--- src/evt_map.svh ---
`ifndef EVT_MAP_SVH
`define EVT_MAP_SVH

// Register offsets
`define REG_FAULT_EVENTS 8'h04
`define REG_TIMER_EVENTS 8'h06
`define REG_CHARGE_MASK  8'h07
`define REG_FAULT_MASK   8'h08

// Reset value shared by all registers of the bank
`define REG_RESET 8'h00

// Implemented bits of each event set; reserved event flag bits stay zero, mask bits all writable
`define TIMER_VALID  8'h77
`define FAULT_VALID  8'hBF
`define CHARGE_VALID 8'h77

// Timer and fault event bit positions
`define TE_WATCHDOG 6
`define TE_SAFETY   5
`define TE_REG_OC   4
`define TE_WAKE1    2
`define TE_WAKE2    1
`define TE_RST_WARN 0

// Charge-status mask bit positions
`define CS_CV      6
`define CS_DONE    5
`define CS_ILIM    4
`define CS_VDPM    2
`define CS_THERM   1
`define CS_PGOOD   0

// Fault event and mask bit positions
`define FE_IN_OV   7
`define FE_BAT_OC  5
`define FE_BAT_UV  4
`define FE_TS_COLD 3
`define FE_TS_COOL 2
`define FE_TS_WARM 1
`define FE_TS_HOT  0

// Serial port bit counts and default target address (arbitrary)
`define SER_BITS      4'h8
`define SER_LAST      4'h7
`define SER_ADDR_DFLT 7'h2A

`endif

--- src/evt_pkg.sv ---
package evt_pkg;

  // Serial port states, one-hot
  typedef enum logic [7:0] {
    S_IDLE     = 8'h01,
    S_ADDR     = 8'h02,
    S_ACK_ADDR = 8'h04,
    S_REG      = 8'h08,
    S_WDATA    = 8'h10,
    S_ACK_W    = 8'h20,
    S_RDATA    = 8'h40,
    S_ACK_R    = 8'h80
  } ser_state_e;

  // Timer and fault events from the detectors
  typedef struct packed {
    logic watchdog_expired;
    logic safety_timer_expired;
    logic regulator_overcurrent;
    logic button_wake_first_expired;
    logic button_wake_second_expired;
    logic button_reset_warning;
  } timer_events_s;

  // Supply, battery and thermistor fault events
  typedef struct packed {
    logic input_overvoltage;
    logic battery_overcurrent;
    logic battery_undervoltage;
    logic thermistor_cold;
    logic thermistor_cool;
    logic thermistor_warm;
    logic thermistor_hot;
  } fault_events_s;

  // Charge-status events
  typedef struct packed {
    logic const_voltage_entry;
    logic charge_done;
    logic input_current_limit;
    logic input_voltage_dpm;
    logic thermal_regulation;
    logic input_power_good;
  } charge_events_s;

  // State of one sticky flag register
  typedef struct packed {
    logic [7:0] flags;
  } flag_state_s;

  // State of the bank top
  typedef struct packed {
    logic       scl_s1;
    logic       scl_s2;
    logic       scl_s3;
    logic       sda_s1;
    logic       sda_s2;
    logic       sda_s3;
    ser_state_e state;
    logic [3:0] cnt;
    logic [7:0] sh;
    logic [7:0] ptr;
    logic       rw;
    logic       nack;
    logic       sda_oe;
    logic       sda_out;
    logic [7:0] charge_status_irq_mask;
    logic [7:0] supply_thermal_fault_mask;
    logic       irq;
  } bank_state_s;

endpackage : evt_pkg

--- src/event_flag_and_mask_bank.sv ---
`timescale 1ns/1ps
`include "evt_map.svh"
// Behaviour
// - Timer/fault events at 0x6, reset zero, whole register clears when read.
// - Watchdog expiry sets bit 6, held until read.
// - Safety timer expiry sets bit 5, held until read.
// - Regulator overcurrent sets bit 4; zero means regulator normal.
// - First button wake timer expiry sets bit 2, held until read.
// - Second button wake timer expiry sets bit 1, held until read.
// - Button reset warning expiry sets bit 0, held until read.
// - Charge-status mask at 0x7, read/write, resets to zero.
// - Mask bit one suppresses the event interrupt, zero allows it.
// - Charge mask bit 6 constant voltage, bit 5 termination.
// - Charge mask bit 4 input current limit, bit 2 voltage DPM.
// - Charge mask bit 1 thermal, bit 0 power good; 7,3 reserved.
// - Fault mask at 0x8, read/write, resets to zero.
// - Fault mask bit 7 input overvoltage; bit 6 reserved.
// - Fault mask bit 5 battery overcurrent, bit 4 undervoltage.
// - Fault mask bits 3..0 thermistor cold, cool, warm, hot.
// - Clear-on-read fault events at 0x4, governed by fault mask.
module event_flag_and_mask_bank #(
  parameter logic [6:0] DEV_ADDR = `SER_ADDR_DFLT
) (
  // Clock and reset
  input  wire logic                    clk,
  input  wire logic                    sys_rst,
  // Serial register port
  input  wire logic                    scl_in,
  input  wire logic                    sda_in,
  output logic                         sda_out,
  output logic                         sda_oe,
  // Event inputs from the detectors
  input  wire evt_pkg::timer_events_s  timer_evt,
  input  wire evt_pkg::fault_events_s  fault_evt,
  input  wire evt_pkg::charge_events_s charge_evt,
  // Interrupt pulse
  output logic                         irq
);
  import evt_pkg::*;

  bank_state_s st;
  bank_state_s nx;

  logic [7:0] t_set;
  logic [7:0] f_set;
  logic [7:0] c_set;
  logic [7:0] t_flags;
  logic [7:0] f_flags;
  logic [7:0] t_fresh;
  logic [7:0] f_fresh;
  logic [7:0] rd_byte;
  logic       load;
  logic       wr_en;
  logic       clr_timer;
  logic       clr_fault;
  logic       irq_cause;
  logic       scl_rise;
  logic       scl_fall;
  logic       start;
  logic       stop;

  // Address match
  function automatic logic reg_hit(input logic [7:0] a,
                                   input logic [7:0] r);
    reg_hit = (a == r);
  endfunction : reg_hit

  // Read data for a register pointer
  function automatic logic [7:0] reg_read(input logic [7:0] a,
                                          input logic [7:0] tf,
                                          input logic [7:0] ff,
                                          input logic [7:0] m0,
                                          input logic [7:0] m1);
    reg_read = 8'h00;
    if (reg_hit(a, `REG_TIMER_EVENTS)) begin
      reg_read = tf;
    end else if (reg_hit(a, `REG_FAULT_EVENTS)) begin
      reg_read = ff;
    end else if (reg_hit(a, `REG_CHARGE_MASK)) begin
      reg_read = m0;
    end else if (reg_hit(a, `REG_FAULT_MASK)) begin
      reg_read = m1;
    end
  endfunction : reg_read

  // Place event inputs at their register bit positions
  always_comb begin
    t_set = 8'h00;
    f_set = 8'h00;
    c_set = 8'h00;
    t_set[`TE_WATCHDOG] = timer_evt.watchdog_expired;
    t_set[`TE_SAFETY]   = timer_evt.safety_timer_expired;
    t_set[`TE_REG_OC]   = timer_evt.regulator_overcurrent;
    t_set[`TE_WAKE1]    = timer_evt.button_wake_first_expired;
    t_set[`TE_WAKE2]    = timer_evt.button_wake_second_expired;
    t_set[`TE_RST_WARN] = timer_evt.button_reset_warning;
    f_set[`FE_IN_OV]    = fault_evt.input_overvoltage;
    f_set[`FE_BAT_OC]   = fault_evt.battery_overcurrent;
    f_set[`FE_BAT_UV]   = fault_evt.battery_undervoltage;
    f_set[`FE_TS_COLD]  = fault_evt.thermistor_cold;
    f_set[`FE_TS_COOL]  = fault_evt.thermistor_cool;
    f_set[`FE_TS_WARM]  = fault_evt.thermistor_warm;
    f_set[`FE_TS_HOT]   = fault_evt.thermistor_hot;
    c_set[`CS_CV]       = charge_evt.const_voltage_entry;
    c_set[`CS_DONE]     = charge_evt.charge_done;
    c_set[`CS_ILIM]     = charge_evt.input_current_limit;
    c_set[`CS_VDPM]     = charge_evt.input_voltage_dpm;
    c_set[`CS_THERM]    = charge_evt.thermal_regulation;
    c_set[`CS_PGOOD]    = charge_evt.input_power_good;
  end

  // Timer and fault event register
  sticky_flag_reg #(
    .VALID (`TIMER_VALID)
  ) u_timer_flags (
    .clk     (clk),
    .sys_rst (sys_rst),
    .set     (t_set),
    .clr     (clr_timer),
    .flags   (t_flags),
    .fresh   (t_fresh)
  );

  // Supply, battery and thermistor fault event register
  sticky_flag_reg #(
    .VALID (`FAULT_VALID)
  ) u_fault_flags (
    .clk     (clk),
    .sys_rst (sys_rst),
    .set     (f_set),
    .clr     (clr_fault),
    .flags   (f_flags),
    .fresh   (f_fresh)
  );

  // Bus conditions from the synchronised pins
  assign scl_rise = st.scl_s2 & ~st.scl_s3;
  assign scl_fall = ~st.scl_s2 & st.scl_s3;
  assign start    = st.scl_s2 & st.scl_s3 & st.sda_s3 & ~st.sda_s2;
  assign stop     = st.scl_s2 & st.scl_s3 & ~st.sda_s3 & st.sda_s2;

  // Read side effects and interrupt cause
  assign rd_byte   = reg_read(st.ptr, t_flags, f_flags,
                              st.charge_status_irq_mask,
                              st.supply_thermal_fault_mask);
  assign clr_timer = load && reg_hit(st.ptr, `REG_TIMER_EVENTS);
  assign clr_fault = load && reg_hit(st.ptr, `REG_FAULT_EVENTS);
  // Timer events carry no mask in this bank
  assign irq_cause = (|t_fresh)
    | (|(f_fresh & ~st.supply_thermal_fault_mask))
    | (|(c_set & `CHARGE_VALID & ~st.charge_status_irq_mask));

  // Serial target, register writes and interrupt
  always_comb begin
    nx = st;
    load = 1'b0;
    wr_en = 1'b0;
    nx.scl_s1 = scl_in;
    nx.scl_s2 = st.scl_s1;
    nx.scl_s3 = st.scl_s2;
    nx.sda_s1 = sda_in;
    nx.sda_s2 = st.sda_s1;
    nx.sda_s3 = st.sda_s2;
    nx.irq = irq_cause;
    if (start) begin
      nx.state = S_ADDR;
      nx.cnt = 4'h0;
      nx.sda_oe = 1'b0;
    end else if (stop) begin
      nx.state = S_IDLE;
      nx.sda_oe = 1'b0;
    end else begin
      unique case (st.state)
        S_IDLE: begin
          nx.sda_oe = 1'b0;
        end
        S_ADDR, S_REG, S_WDATA: begin
          if (scl_rise) begin
            nx.sh = {st.sh[6:0], st.sda_s2};
            nx.cnt = st.cnt + 4'h1;
          end else if (scl_fall && st.cnt == `SER_BITS) begin
            nx.cnt = 4'h0;
            nx.sda_oe = 1'b1;
            nx.state = S_ACK_W;
            if (st.state == S_ADDR) begin
              if (st.sh[7:1] == DEV_ADDR) begin
                nx.rw = st.sh[0];
                nx.state = S_ACK_ADDR;
              end else begin
                nx.sda_oe = 1'b0;
                nx.state = S_IDLE;
              end
            end else if (st.state == S_REG) begin
              nx.ptr = st.sh;
            end else begin
              wr_en = 1'b1;
              nx.ptr = st.ptr + 8'h01;
            end
          end
        end
        S_ACK_ADDR: begin
          if (scl_fall) begin
            nx.cnt = 4'h0;
            if (st.rw) begin
              load = 1'b1;
              nx.sh = rd_byte;
              nx.sda_oe = ~rd_byte[7];
              nx.ptr = st.ptr + 8'h01;
              nx.state = S_RDATA;
            end else begin
              nx.sda_oe = 1'b0;
              nx.state = S_REG;
            end
          end
        end
        S_ACK_W: begin
          if (scl_fall) begin
            nx.sda_oe = 1'b0;
            nx.state = S_WDATA;
          end
        end
        S_RDATA: begin
          if (scl_fall) begin
            if (st.cnt == `SER_LAST) begin
              nx.sda_oe = 1'b0;
              nx.state = S_ACK_R;
            end else begin
              nx.cnt = st.cnt + 4'h1;
              nx.sh = {st.sh[6:0], 1'b0};
              nx.sda_oe = ~st.sh[6];
            end
          end
        end
        S_ACK_R: begin
          if (scl_rise) begin
            nx.nack = st.sda_s2;
          end else if (scl_fall) begin
            nx.cnt = 4'h0;
            if (st.nack) begin
              nx.state = S_IDLE;
            end else begin
              load = 1'b1;
              nx.sh = rd_byte;
              nx.sda_oe = ~rd_byte[7];
              nx.ptr = st.ptr + 8'h01;
              nx.state = S_RDATA;
            end
          end
        end
        default: begin
          nx.state = S_IDLE;
          nx.sda_oe = 1'b0;
        end
      endcase
    end
    // Mask writes; event registers ignore writes
    if (wr_en && reg_hit(st.ptr, `REG_CHARGE_MASK)) begin
      nx.charge_status_irq_mask = st.sh;
    end
    if (wr_en && reg_hit(st.ptr, `REG_FAULT_MASK)) begin
      nx.supply_thermal_fault_mask = st.sh;
    end
  end

  // State register
  always_ff @(posedge clk or posedge sys_rst) begin
    if (sys_rst) begin
      st <= '{state: S_IDLE, scl_s1: 1'b1, scl_s2: 1'b1, scl_s3: 1'b1,
              sda_s1: 1'b1, sda_s2: 1'b1, sda_s3: 1'b1, default: '0};
    end else begin
      st <= nx;
    end
  end

  assign sda_out = st.sda_out;
  assign sda_oe  = st.sda_oe;
  assign irq     = st.irq;

  property p_watchdog;
    @(posedge clk) disable iff (sys_rst)
    timer_evt.watchdog_expired |=> t_flags[`TE_WATCHDOG];
  endproperty
  a_watchdog: assert property (p_watchdog)
    else $error("watchdog flag not set");

  property p_safety;
    @(posedge clk) disable iff (sys_rst)
    timer_evt.safety_timer_expired |=> t_flags[`TE_SAFETY];
  endproperty
  a_safety: assert property (p_safety)
    else $error("safety timer flag not set");

  property p_reg_oc;
    @(posedge clk) disable iff (sys_rst)
    timer_evt.regulator_overcurrent |=> t_flags[`TE_REG_OC];
  endproperty
  a_reg_oc: assert property (p_reg_oc)
    else $error("regulator overcurrent flag not set");

  property p_buttons;
    @(posedge clk) disable iff (sys_rst)
    (timer_evt.button_wake_first_expired ##1 !clr_timer[*2])
      |-> t_flags[`TE_WAKE1];
  endproperty
  a_buttons: assert property (p_buttons)
    else $error("button wake flag lost before read");

  property p_timer_clear;
    @(posedge clk) disable iff (sys_rst)
    (clr_timer && t_set == 8'h00) |=> (t_flags == `REG_RESET);
  endproperty
  a_timer_clear: assert property (p_timer_clear)
    else $error("timer register not cleared by read");

  property p_charge_status_irq_mask_write;
    @(posedge clk) disable iff (sys_rst)
    (wr_en && st.ptr == `REG_CHARGE_MASK)
      |=> (st.charge_status_irq_mask == $past(st.sh));
  endproperty
  a_charge_status_irq_mask_write: assert property (p_charge_status_irq_mask_write)
    else $error("charge mask write lost");

  property p_supply_thermal_fault_mask_write;
    @(posedge clk) disable iff (sys_rst)
    (wr_en && st.ptr == `REG_FAULT_MASK)
      |=> (st.supply_thermal_fault_mask == $past(st.sh));
  endproperty
  a_supply_thermal_fault_mask_write: assert property (p_supply_thermal_fault_mask_write)
    else $error("fault mask write lost");

  property p_irq_cause;
    @(posedge clk) disable iff (sys_rst)
    irq |-> $past(irq_cause);
  endproperty
  a_irq_cause: assert property (p_irq_cause)
    else $error("interrupt without unmasked new event");

  property p_masked_fault;
    @(posedge clk) disable iff (sys_rst)
    (t_set == 8'h00 && (c_set & ~st.charge_status_irq_mask) == 8'h00
      && (f_set & ~st.supply_thermal_fault_mask) == 8'h00) |=> !irq;
  endproperty
  a_masked_fault: assert property (p_masked_fault)
    else $error("masked event raised interrupt");

  property p_stop_release;
    @(posedge clk) disable iff (sys_rst)
    stop |=> !sda_oe ##1 !sda_oe;
  endproperty
  a_stop_release: assert property (p_stop_release)
    else $error("data line held after stop");

  c_timer_read: cover property (@(posedge clk) disable iff (sys_rst)
    clr_timer && t_flags != 8'h00);
  c_mask_write: cover property (@(posedge clk) disable iff (sys_rst)
    wr_en && st.ptr == `REG_FAULT_MASK);
  c_irq: cover property (@(posedge clk) disable iff (sys_rst) irq);

endmodule : event_flag_and_mask_bank

--- src/sticky_flag_reg.sv ---
`timescale 1ns/1ps
`include "evt_map.svh"
module sticky_flag_reg #(
  parameter logic [7:0] VALID = 8'hFF
) (
  // Clock and reset
  input  wire logic       clk,
  input  wire logic       sys_rst,
  // Event inputs and read strobe
  input  wire logic [7:0] set,
  input  wire logic       clr,
  // Flag contents and newly raised events
  output logic      [7:0] flags,
  output logic      [7:0] fresh
);
  import evt_pkg::*;

  flag_state_s st;
  flag_state_s nx;

  // Sticky set, clear on read, set wins over clear
  always_comb begin
    nx = st;
    nx.flags = (st.flags & ~{8{clr}}) | (set & VALID);
  end

  // Flag registers
  always_ff @(posedge clk or posedge sys_rst) begin
    if (sys_rst) begin
      st.flags <= `REG_RESET;
    end else begin
      st <= nx;
    end
  end

  assign flags = st.flags;
  // Event counts as new if flag was clear or is being cleared
  assign fresh = set & VALID & (~st.flags | {8{clr}});

  property p_set_sticky;
    @(posedge clk) disable iff (sys_rst)
    (|(set & VALID)) |=>
      ((flags & $past(set & VALID)) == $past(set & VALID));
  endproperty
  a_set_sticky: assert property (p_set_sticky)
    else $error("event did not set its flag");

  property p_clear_on_read;
    @(posedge clk) disable iff (sys_rst)
    (clr && set == 8'h00) |=> (flags == `REG_RESET);
  endproperty
  a_clear_on_read: assert property (p_clear_on_read)
    else $error("flags not cleared by read");

  property p_hold;
    @(posedge clk) disable iff (sys_rst)
    !clr |=> ((flags & $past(flags)) == $past(flags));
  endproperty
  a_hold: assert property (p_hold)
    else $error("flag dropped without a read");

  property p_reserved_zero;
    @(posedge clk) disable iff (sys_rst)
    (flags & ~VALID) == 8'h00;
  endproperty
  a_reserved_zero: assert property (p_reserved_zero)
    else $error("reserved flag bit set");

endmodule : sticky_flag_reg

--- config.mk ---
export PLATFORM = sky130hd
export DESIGN_NAME = event_flag_and_mask_bank
export DESIGN_NICKNAME = d
export VERILOG_FILES = /design/src/evt_pkg.sv /design/src/event_flag_and_mask_bank.sv /design/src/sticky_flag_reg.sv
export VERILOG_INCLUDE_DIRS = /design/src
export SDC_FILE = /design/constraint.sdc
export NUM_CORES = 1
export LEC_CHECK = 0
export BUFFER_PORTS_ARGS = -buffer_cell sky130_fd_sc_hd__buf_4
export CAP_MARGIN = 20
export CORE_ASPECT_RATIO = 1.75
export CORE_MARGIN = 2
export CORE_UTILIZATION = 55
export CTS_CLUSTER_DIAMETER = 30
export DETAILED_ROUTE_END_ITERATION = 8
export PLACE_DENSITY = 0.76
export RECOVER_POWER = 100
export SETUP_SLACK_MARGIN = 0.1
export SYNTH_ARGS = -nofsm -noshare
export SYNTH_HDL_FRONTEND = slang
export SYNTH_SLANG_ARGS = --single-unit
--- constraint.sdc ---
create_clock -name clk -period 2.38 [get_ports clk]
set_input_delay 0.357 -clock clk [delete_from_list [all_inputs] [get_ports clk]]
set_output_delay 0.357 -clock clk [all_outputs]
set_load 0.02 [all_outputs]
# Yosys cells after proc, flatten, opt, wreduce, memory -nomap -nowiden
# Index checks and enable logic that the tools add are counted.
[totals]
word_cells = 182
reg_bits = 70
output_inout_bits = 3
[classes]
addsub = 2
muxes = 66
bitwise_logic = 34
n_eq_ne = 43
n_reduce_logical = 19
[op_table]
columns = ["cell", "count"]
rows = [
  ["two-way mux 8 bit", 12],
  ["two-way mux 28 bit", 3],
  ["NOT 8 bit", 6],
  ["case mux 12 bit (4 select lines)", 1],
  ["case mux 8 bit (6 select lines)", 1],
  ["inequality test 4 bit (second input constant)", 10],
  ["two-way mux 12 bit", 3],
  ["two-way mux 1 bit", 33],
  ["bitwise AND 8 bit", 4],
  ["== test 8 x 3 -> 1 bit (second input constant)", 4],
  ["two-way mux 16 bit", 2],
  ["inequality test 2 bit (second input constant)", 12],
  ["OR 8 bit", 3],
  ["case mux 8 bit (3 select lines)", 1],
  ["OR reduction 8 bit", 3],
  ["two-way mux 22 bit", 1],
  ["AND reduction 11 bit", 2],
  ["two-way mux 20 bit", 1],
  ["two-way mux 9 bit", 2],
  ["inequality test 3 bit (second input constant)", 6],
  ["bitwise AND 7 x 8 -> 8 bit", 2],
  ["== test 8 x 4 -> 1 bit (second input constant)", 2],
  ["AND reduction 8 bit", 2],
  ["two-way mux 7 bit", 2],
  ["27 further kinds", 46],
]

# Depth between registers and ports, before layout
[logic_depth]
word_depth = 14
mapped_depth = 9
ltp_nobuf = 8

# Modules after synthesis
# From an unflattened synthesis, not the netlist that was laid out.
[hier_totals]
cells_unflattened = 453
hier_area_um2 = 4127.7
[modules_own_cells]
columns = ["module", "instances", "area_per_inst_um2", "cells_per_inst", "seq_area_each_um2"]
rows = [
  ["event_flag_and_mask_bank", 1, 3419.5, 388, 1360.1],
  ["sticky_flag_reg (u_fault_flags)", 1, 355.3, 33, 200.2],
  ["sticky_flag_reg (u_timer_flags)", 1, 352.8, 32, 200.2],
]

# Least setup slack after synthesis
# Ideal clock, no wire load.
[synth_path]
kind = "reg-to-reg"
startpoint = "register st[42] (netlist bit)"
endpoint = "register st[29] (netlist bit)"
t_arrival_ps = 2259
path_stages_with_launch = 7
setup_ps = 125
period_less_slack_ps = 2384
setup_slack_ps = -4
path_cell_list = "dfrtp_1 or3_4 or2_0 clkbuf_1 o32a_1 nor3b_4 mux2_2"
[synth_between]
elab_chain_len = 4
elab_cells_between_ends = 18
classes_between = "14 x eq/ne; 1 x mux; 3 x reduce/logical"
[synth_rtl]
columns = ["element", "line_no", "text"]
rows = [
  ["start: declaration", "event_flag_and_mask_bank.sv:41", "bank_state_s st;"],
  ["start signal: assignment", "event_flag_and_mask_bank.sv:268", "st <= '{state: S_IDLE, scl_s1: 1'b1, scl_s2: 1'b1, scl_s3: 1'b1,"],
  ["start signal: assignment", "event_flag_and_mask_bank.sv:271", "st <= nx;"],
  ["== test 8 x 2 -> 1 bit, or another cell as far along", "event_flag_and_mask_bank.sv:173", "unique case (st.state)"],
  ["OR reduction 3 bit", "event_flag_and_mask_bank.sv:173", ""],
  ["nonzero test 4 bit (no line) / inequality test 2 bit (equally long branches)", "-", ""],
  ["AND reduction 11 bit (no line)", "-", ""],
]
# Several ways; a longest one is shown, not always the timed one.
# A chain may end at the register's enable or synchronous reset.

# Worst setup path after layout
[layout_path]
startpoint = "register st[25] (netlist bit)"
endpoint = "register st[32] (netlist bit)"
[layout_between]
elab_chain_len = 9
elab_cells_between_ends = 14
classes_between = "4 x eq/ne; 10 x mux"
[layout_rtl]
columns = ["element", "line_no", "text"]
rows = [
  ["== test 8 x 4 -> 1 bit", "event_flag_and_mask_bank.sv:65", "reg_hit = (a == r);"],
  ["two-way mux 8 bit", "event_flag_and_mask_bank.sv:81", "end else if (reg_hit(a, `REG_FAULT_MASK)) begin"],
  ["two-way mux 8 bit", "event_flag_and_mask_bank.sv:79", "end else if (reg_hit(a, `REG_CHARGE_MASK)) begin"],
  ["two-way mux 8 bit", "event_flag_and_mask_bank.sv:77", "end else if (reg_hit(a, `REG_FAULT_EVENTS)) begin"],
  ["two-way mux 8 bit *", "event_flag_and_mask_bank.sv:75", "if (reg_hit(a, `REG_TIMER_EVENTS)) begin"],
  ["two-way mux 16 bit", "event_flag_and_mask_bank.sv:239", "if (st.nack) begin"],
  ["two-way mux 28 bit", "event_flag_and_mask_bank.sv:237", "end else if (scl_fall) begin"],
  ["two-way mux 28 bit", "event_flag_and_mask_bank.sv:235", "if (scl_rise) begin"],
  ["case mux 12 bit (4 select lines) *", "event_flag_and_mask_bank.sv:173", ""],
]
# Mark *: on every way between the ends. The rest lies on a longest branch, timed or not. The select of a mux whose other input is x is not followed.

==> flow_metrics.py <==
metrics = {
    "worst_setup_path": {
        "worstPathArrival_ns": 2.57,
        "r2r_start": "st[25]$_DFFE_PP0P_",
        "crit_path_end_kind": "flop",
        "reg2reg_depth": 8,
        "start_kind": "flop",
        "worstPathRequired_ns": 2.60,
        "critPathMaxFanout": 6,
        "rrSetupSlack_ns": 0.03,
        "critical_path_class": "flop to flop",
        "r2r_end": "st[32]$_DFFE_PP0P_",
    },
    "drt": {
        "first_iter_violations": 340,
        "ant_nets": 0,
        "drt-vias-per-instance": 6.520,
        "routed-via-count": 3684,
        "wl_per_cell_um": 20.93,
        "drc": 0,
        "first_pass_iters": 7,
        "wirelength_um": 11820,
    },
    "sta": {
        "fin_ws_ns": 0.02842,
        "slew_viol_final": 0,
        "post-route-period-util_pct": 98.81,
        "hold_ws_ns": 0.09567,
        "fin_crit_ns": 2.352,
        "rsz0062_at_grt": "true",
        "finalSetupViolCount": 0,
        "tightest_slew_ns": 1.158,
        "relSlewSlack_pct": 22.79,
        "finClkSkew_ns": 0.003110,
        "max_freq_ghz": 0.4252,
        "final_hold_viol_count": 0,
    },
    "clocking": {
        "cts-htree-levels": 3,
        "clockRootBuffer": "clkbuf_16",
        "cts-buffers-inserted": 9,
        "insertion_delay_ns": 0.34,
        "clkTransAtPathRegs_ns": 0.05,
        "cts.sinks": 70,
        "clock_path_buffers": 2,
        "cts_hold_buffers": 0,
        "cts_tree": "yes",
    },
    "job": {
        "drv_cap": 0,
    },
    "pwr": {
        "p_per_area_nw_per_um2": 636.0,
        "p_leak_uw": 0.002221,
        "ir_drop_v": 0.0005898,
    },
    "place": {
        "place_ws_ns": -0.001323,
        "post_dp_cell_area_um2": 4451,
        "dp_hpwl_um": 8157,
        "place_inst": 537,
        "port_buffers": 24,
        "gp_congestion": 0.9575,
    },
    "grt": {
        "grt_max_degree": 37,
        "track_usage_pct": 31.41,
        "antenna_found_initial": 0,
        "first_global_vias": 3801,
        "grt_pass1_wl_um": 17720,
        "overflow": 0,
    },
    "die": {
        "ioPinCount": 26,
        "die_h_um": 115.4,
        "core-area_um2": 6857,
        "num_rows": 40,
        "die_area_um2": 7810,
        "initial_core_util_pct": 56.90,
        "die_w_um": 67.67,
    },
    "finish": {
        "antenna_cells": 0,
        "nNetsFinal": 504,
        "final.fill_count": 523,
        "multi_input_area_um2": 2155,
        "layout-drive-gt1-share_pct": 29.31,
        "final_common_cell": "dfrtp_1",
        "area_growth_pct": 28.16,
        "final_cells": 565,
        "regArea_um2": 1762,
        "layout_common_cells": "62 x dfrtp_1, 59 x buf_4, 41 x nand2_1",
        "finish.instance_area_um2": 5000,
    },
    "run_status": {
        "status": "completed",
    },
    "logic_synthesis": {
        "syn_area_um2": 3901,
        "synth_edf_count": 0,
        "syn_inst": 405,
        "ys_seq_area_share_pct": 45.13,
        "ys_ff_latch": 70,
        "ys_types": 62,
        "syn_nets": 433,
        "syn_area_per_cell_um2": 9.633,
        "ys_warn_count": 0,
        "async_flop_share_pct": 100.0,
        "ys.flop_type": "dfrtp_1",
    },
    "worst_hold_path": {
        "min_path_type": "input pin to async pin",
    },
}
==> routing by layer <==
layer	GRT usage, %	part of all wire [%]	vias up
met3	5.631	4.4	78
met1	31.22	34	1806
met5	0	0	-
li1	-	-	1625
met2	54.90	54	175
met4	25.17	7.7	0
==> critical path, cell delays in order (launching register included) <==
cell and delay [ns]:
dfrtp_1 0.37, buf_4 0.15, nor4_2 0.33, buf_4 0.19
and3_1 0.19, nor2_1 0.13, a221oi_1 0.40, o21ai_0 0.19
mux2_4 0.29
==> power by group <==
| group | leakage, uW | switching, uW | internal, uW |
|---|---|---|---|
| registers | 0.000876 | 71.9 | 1240 |
| logic | 0.00121 | 292 | 298 |
| clock network | 0.000140 | 484 | 790 |
| total | 0.00222 | 848 | 2330 |
==> cell families after synthesis <==
family	after synthesis	share of synthesized area [%]
simple gates	149	21.36
compound gates	112	19.24
flops	70	45.13
buf+inv	36	3.752
mux	28	7.922
fa+ha+maj	5	1.604
xor+xnor	4	0.8982
other cells	1	0.09612
==> flip-flops by register name (all words and copies together), names as in the netlist <==
| name | flops |
|---|---|
| st | 48 |
| sda_oe | 1 |
| u_fault_flags.flags | 8 |
| nx | 4 |
| u_timer_flags.flags | 8 |
| irq | 1 |
==> Yosys cell counts (all sizes together) (4+ instances only) <==
| master | count | area [um2] |
|---|---|---|
| a21o | 12 | 90.09 |
| a21oi | 12 | 60.06 |
| a221oi | 6 | 52.55 |
| a22o | 8 | 70.07 |
| and3 | 4 | 25.02 |
| buf | 8 | 41.29 |
| clkbuf | 6 | 22.52 |
| dfrtp | 63 | 1577 |
| dfstp | 7 | 183.9 |
| ha | 5 | 62.56 |
| inv | 22 | 82.58 |
| mux2 | 23 | 259.0 |
| mux2i | 5 | 50.05 |
| nand2 | 41 | 153.9 |
| nand2b | 15 | 93.84 |
| nand3 | 14 | 70.07 |
| nand4b | 6 | 52.55 |
| nor2 | 18 | 70.07 |
| nor2b | 11 | 68.82 |
| nor3 | 10 | 61.31 |
| nor4 | 6 | 43.79 |
| o211ai | 4 | 30.03 |
| o21ai | 38 | 190.2 |
| o22ai | 5 | 31.28 |
| o31ai | 5 | 37.54 |
==> through the flow <==
stage / power [uW] / util (%) / TNS, ns
CTS: 3066 / 69.58 / 0
detailed placement: 1801 / 64.91 / -0.001324
finish: 3180 / 72.92 / 0
floorplan: 1575 / - / 0
global route: 3275 / 72.92 / -0.06836
global placement: 1789 / 64.91 / 0
==> repair_timing <==
action	CTS	global route
setup endpoints to repair	16	29
buffers inserted	2	9
gates cloned	0	1
pin swaps	2	11
resized for setup	4	31
==> worst max-delay path by stage <==
stage	startpoint	to	slack [ns]	cells after the start
final	st[25]$_DFFE_PP0P_	st[32]$_DFFE_PP0P_	0.03	8
after global routing	st[25]$_DFFE_PP0P_	st[32]$_DFFE_PP0P_	-0.07	8
after CTS	st[41]$_DFFE_PP1P_	st[29]$_DFFE_PP0P_	0.10	6
after detailed placement	st[41]$_DFFE_PP1P_	st[29]$_DFFE_PP0P_	-0.001	5
after global placement	st[41]$_DFFE_PP1P_	st[33]$_DFFE_PP0P_	0.06	5
after floorplan	st[42]$_DFFE_PP0P_	st[29]$_DFFE_PP0P_	0.09	7
==> final cells by class <==
type | count | area share (%)
clock inverter | 1 | 0.1001
multi-input combinational | 299 | 43.09
tap | 84 | 2.102
sequential | 70 | 35.24
inverter | 22 | 1.652
timing repair buffer | 74 | 12.26
clock buffer | 15 | 5.556
Note: power is estimated with default switching activity, not from simulation.
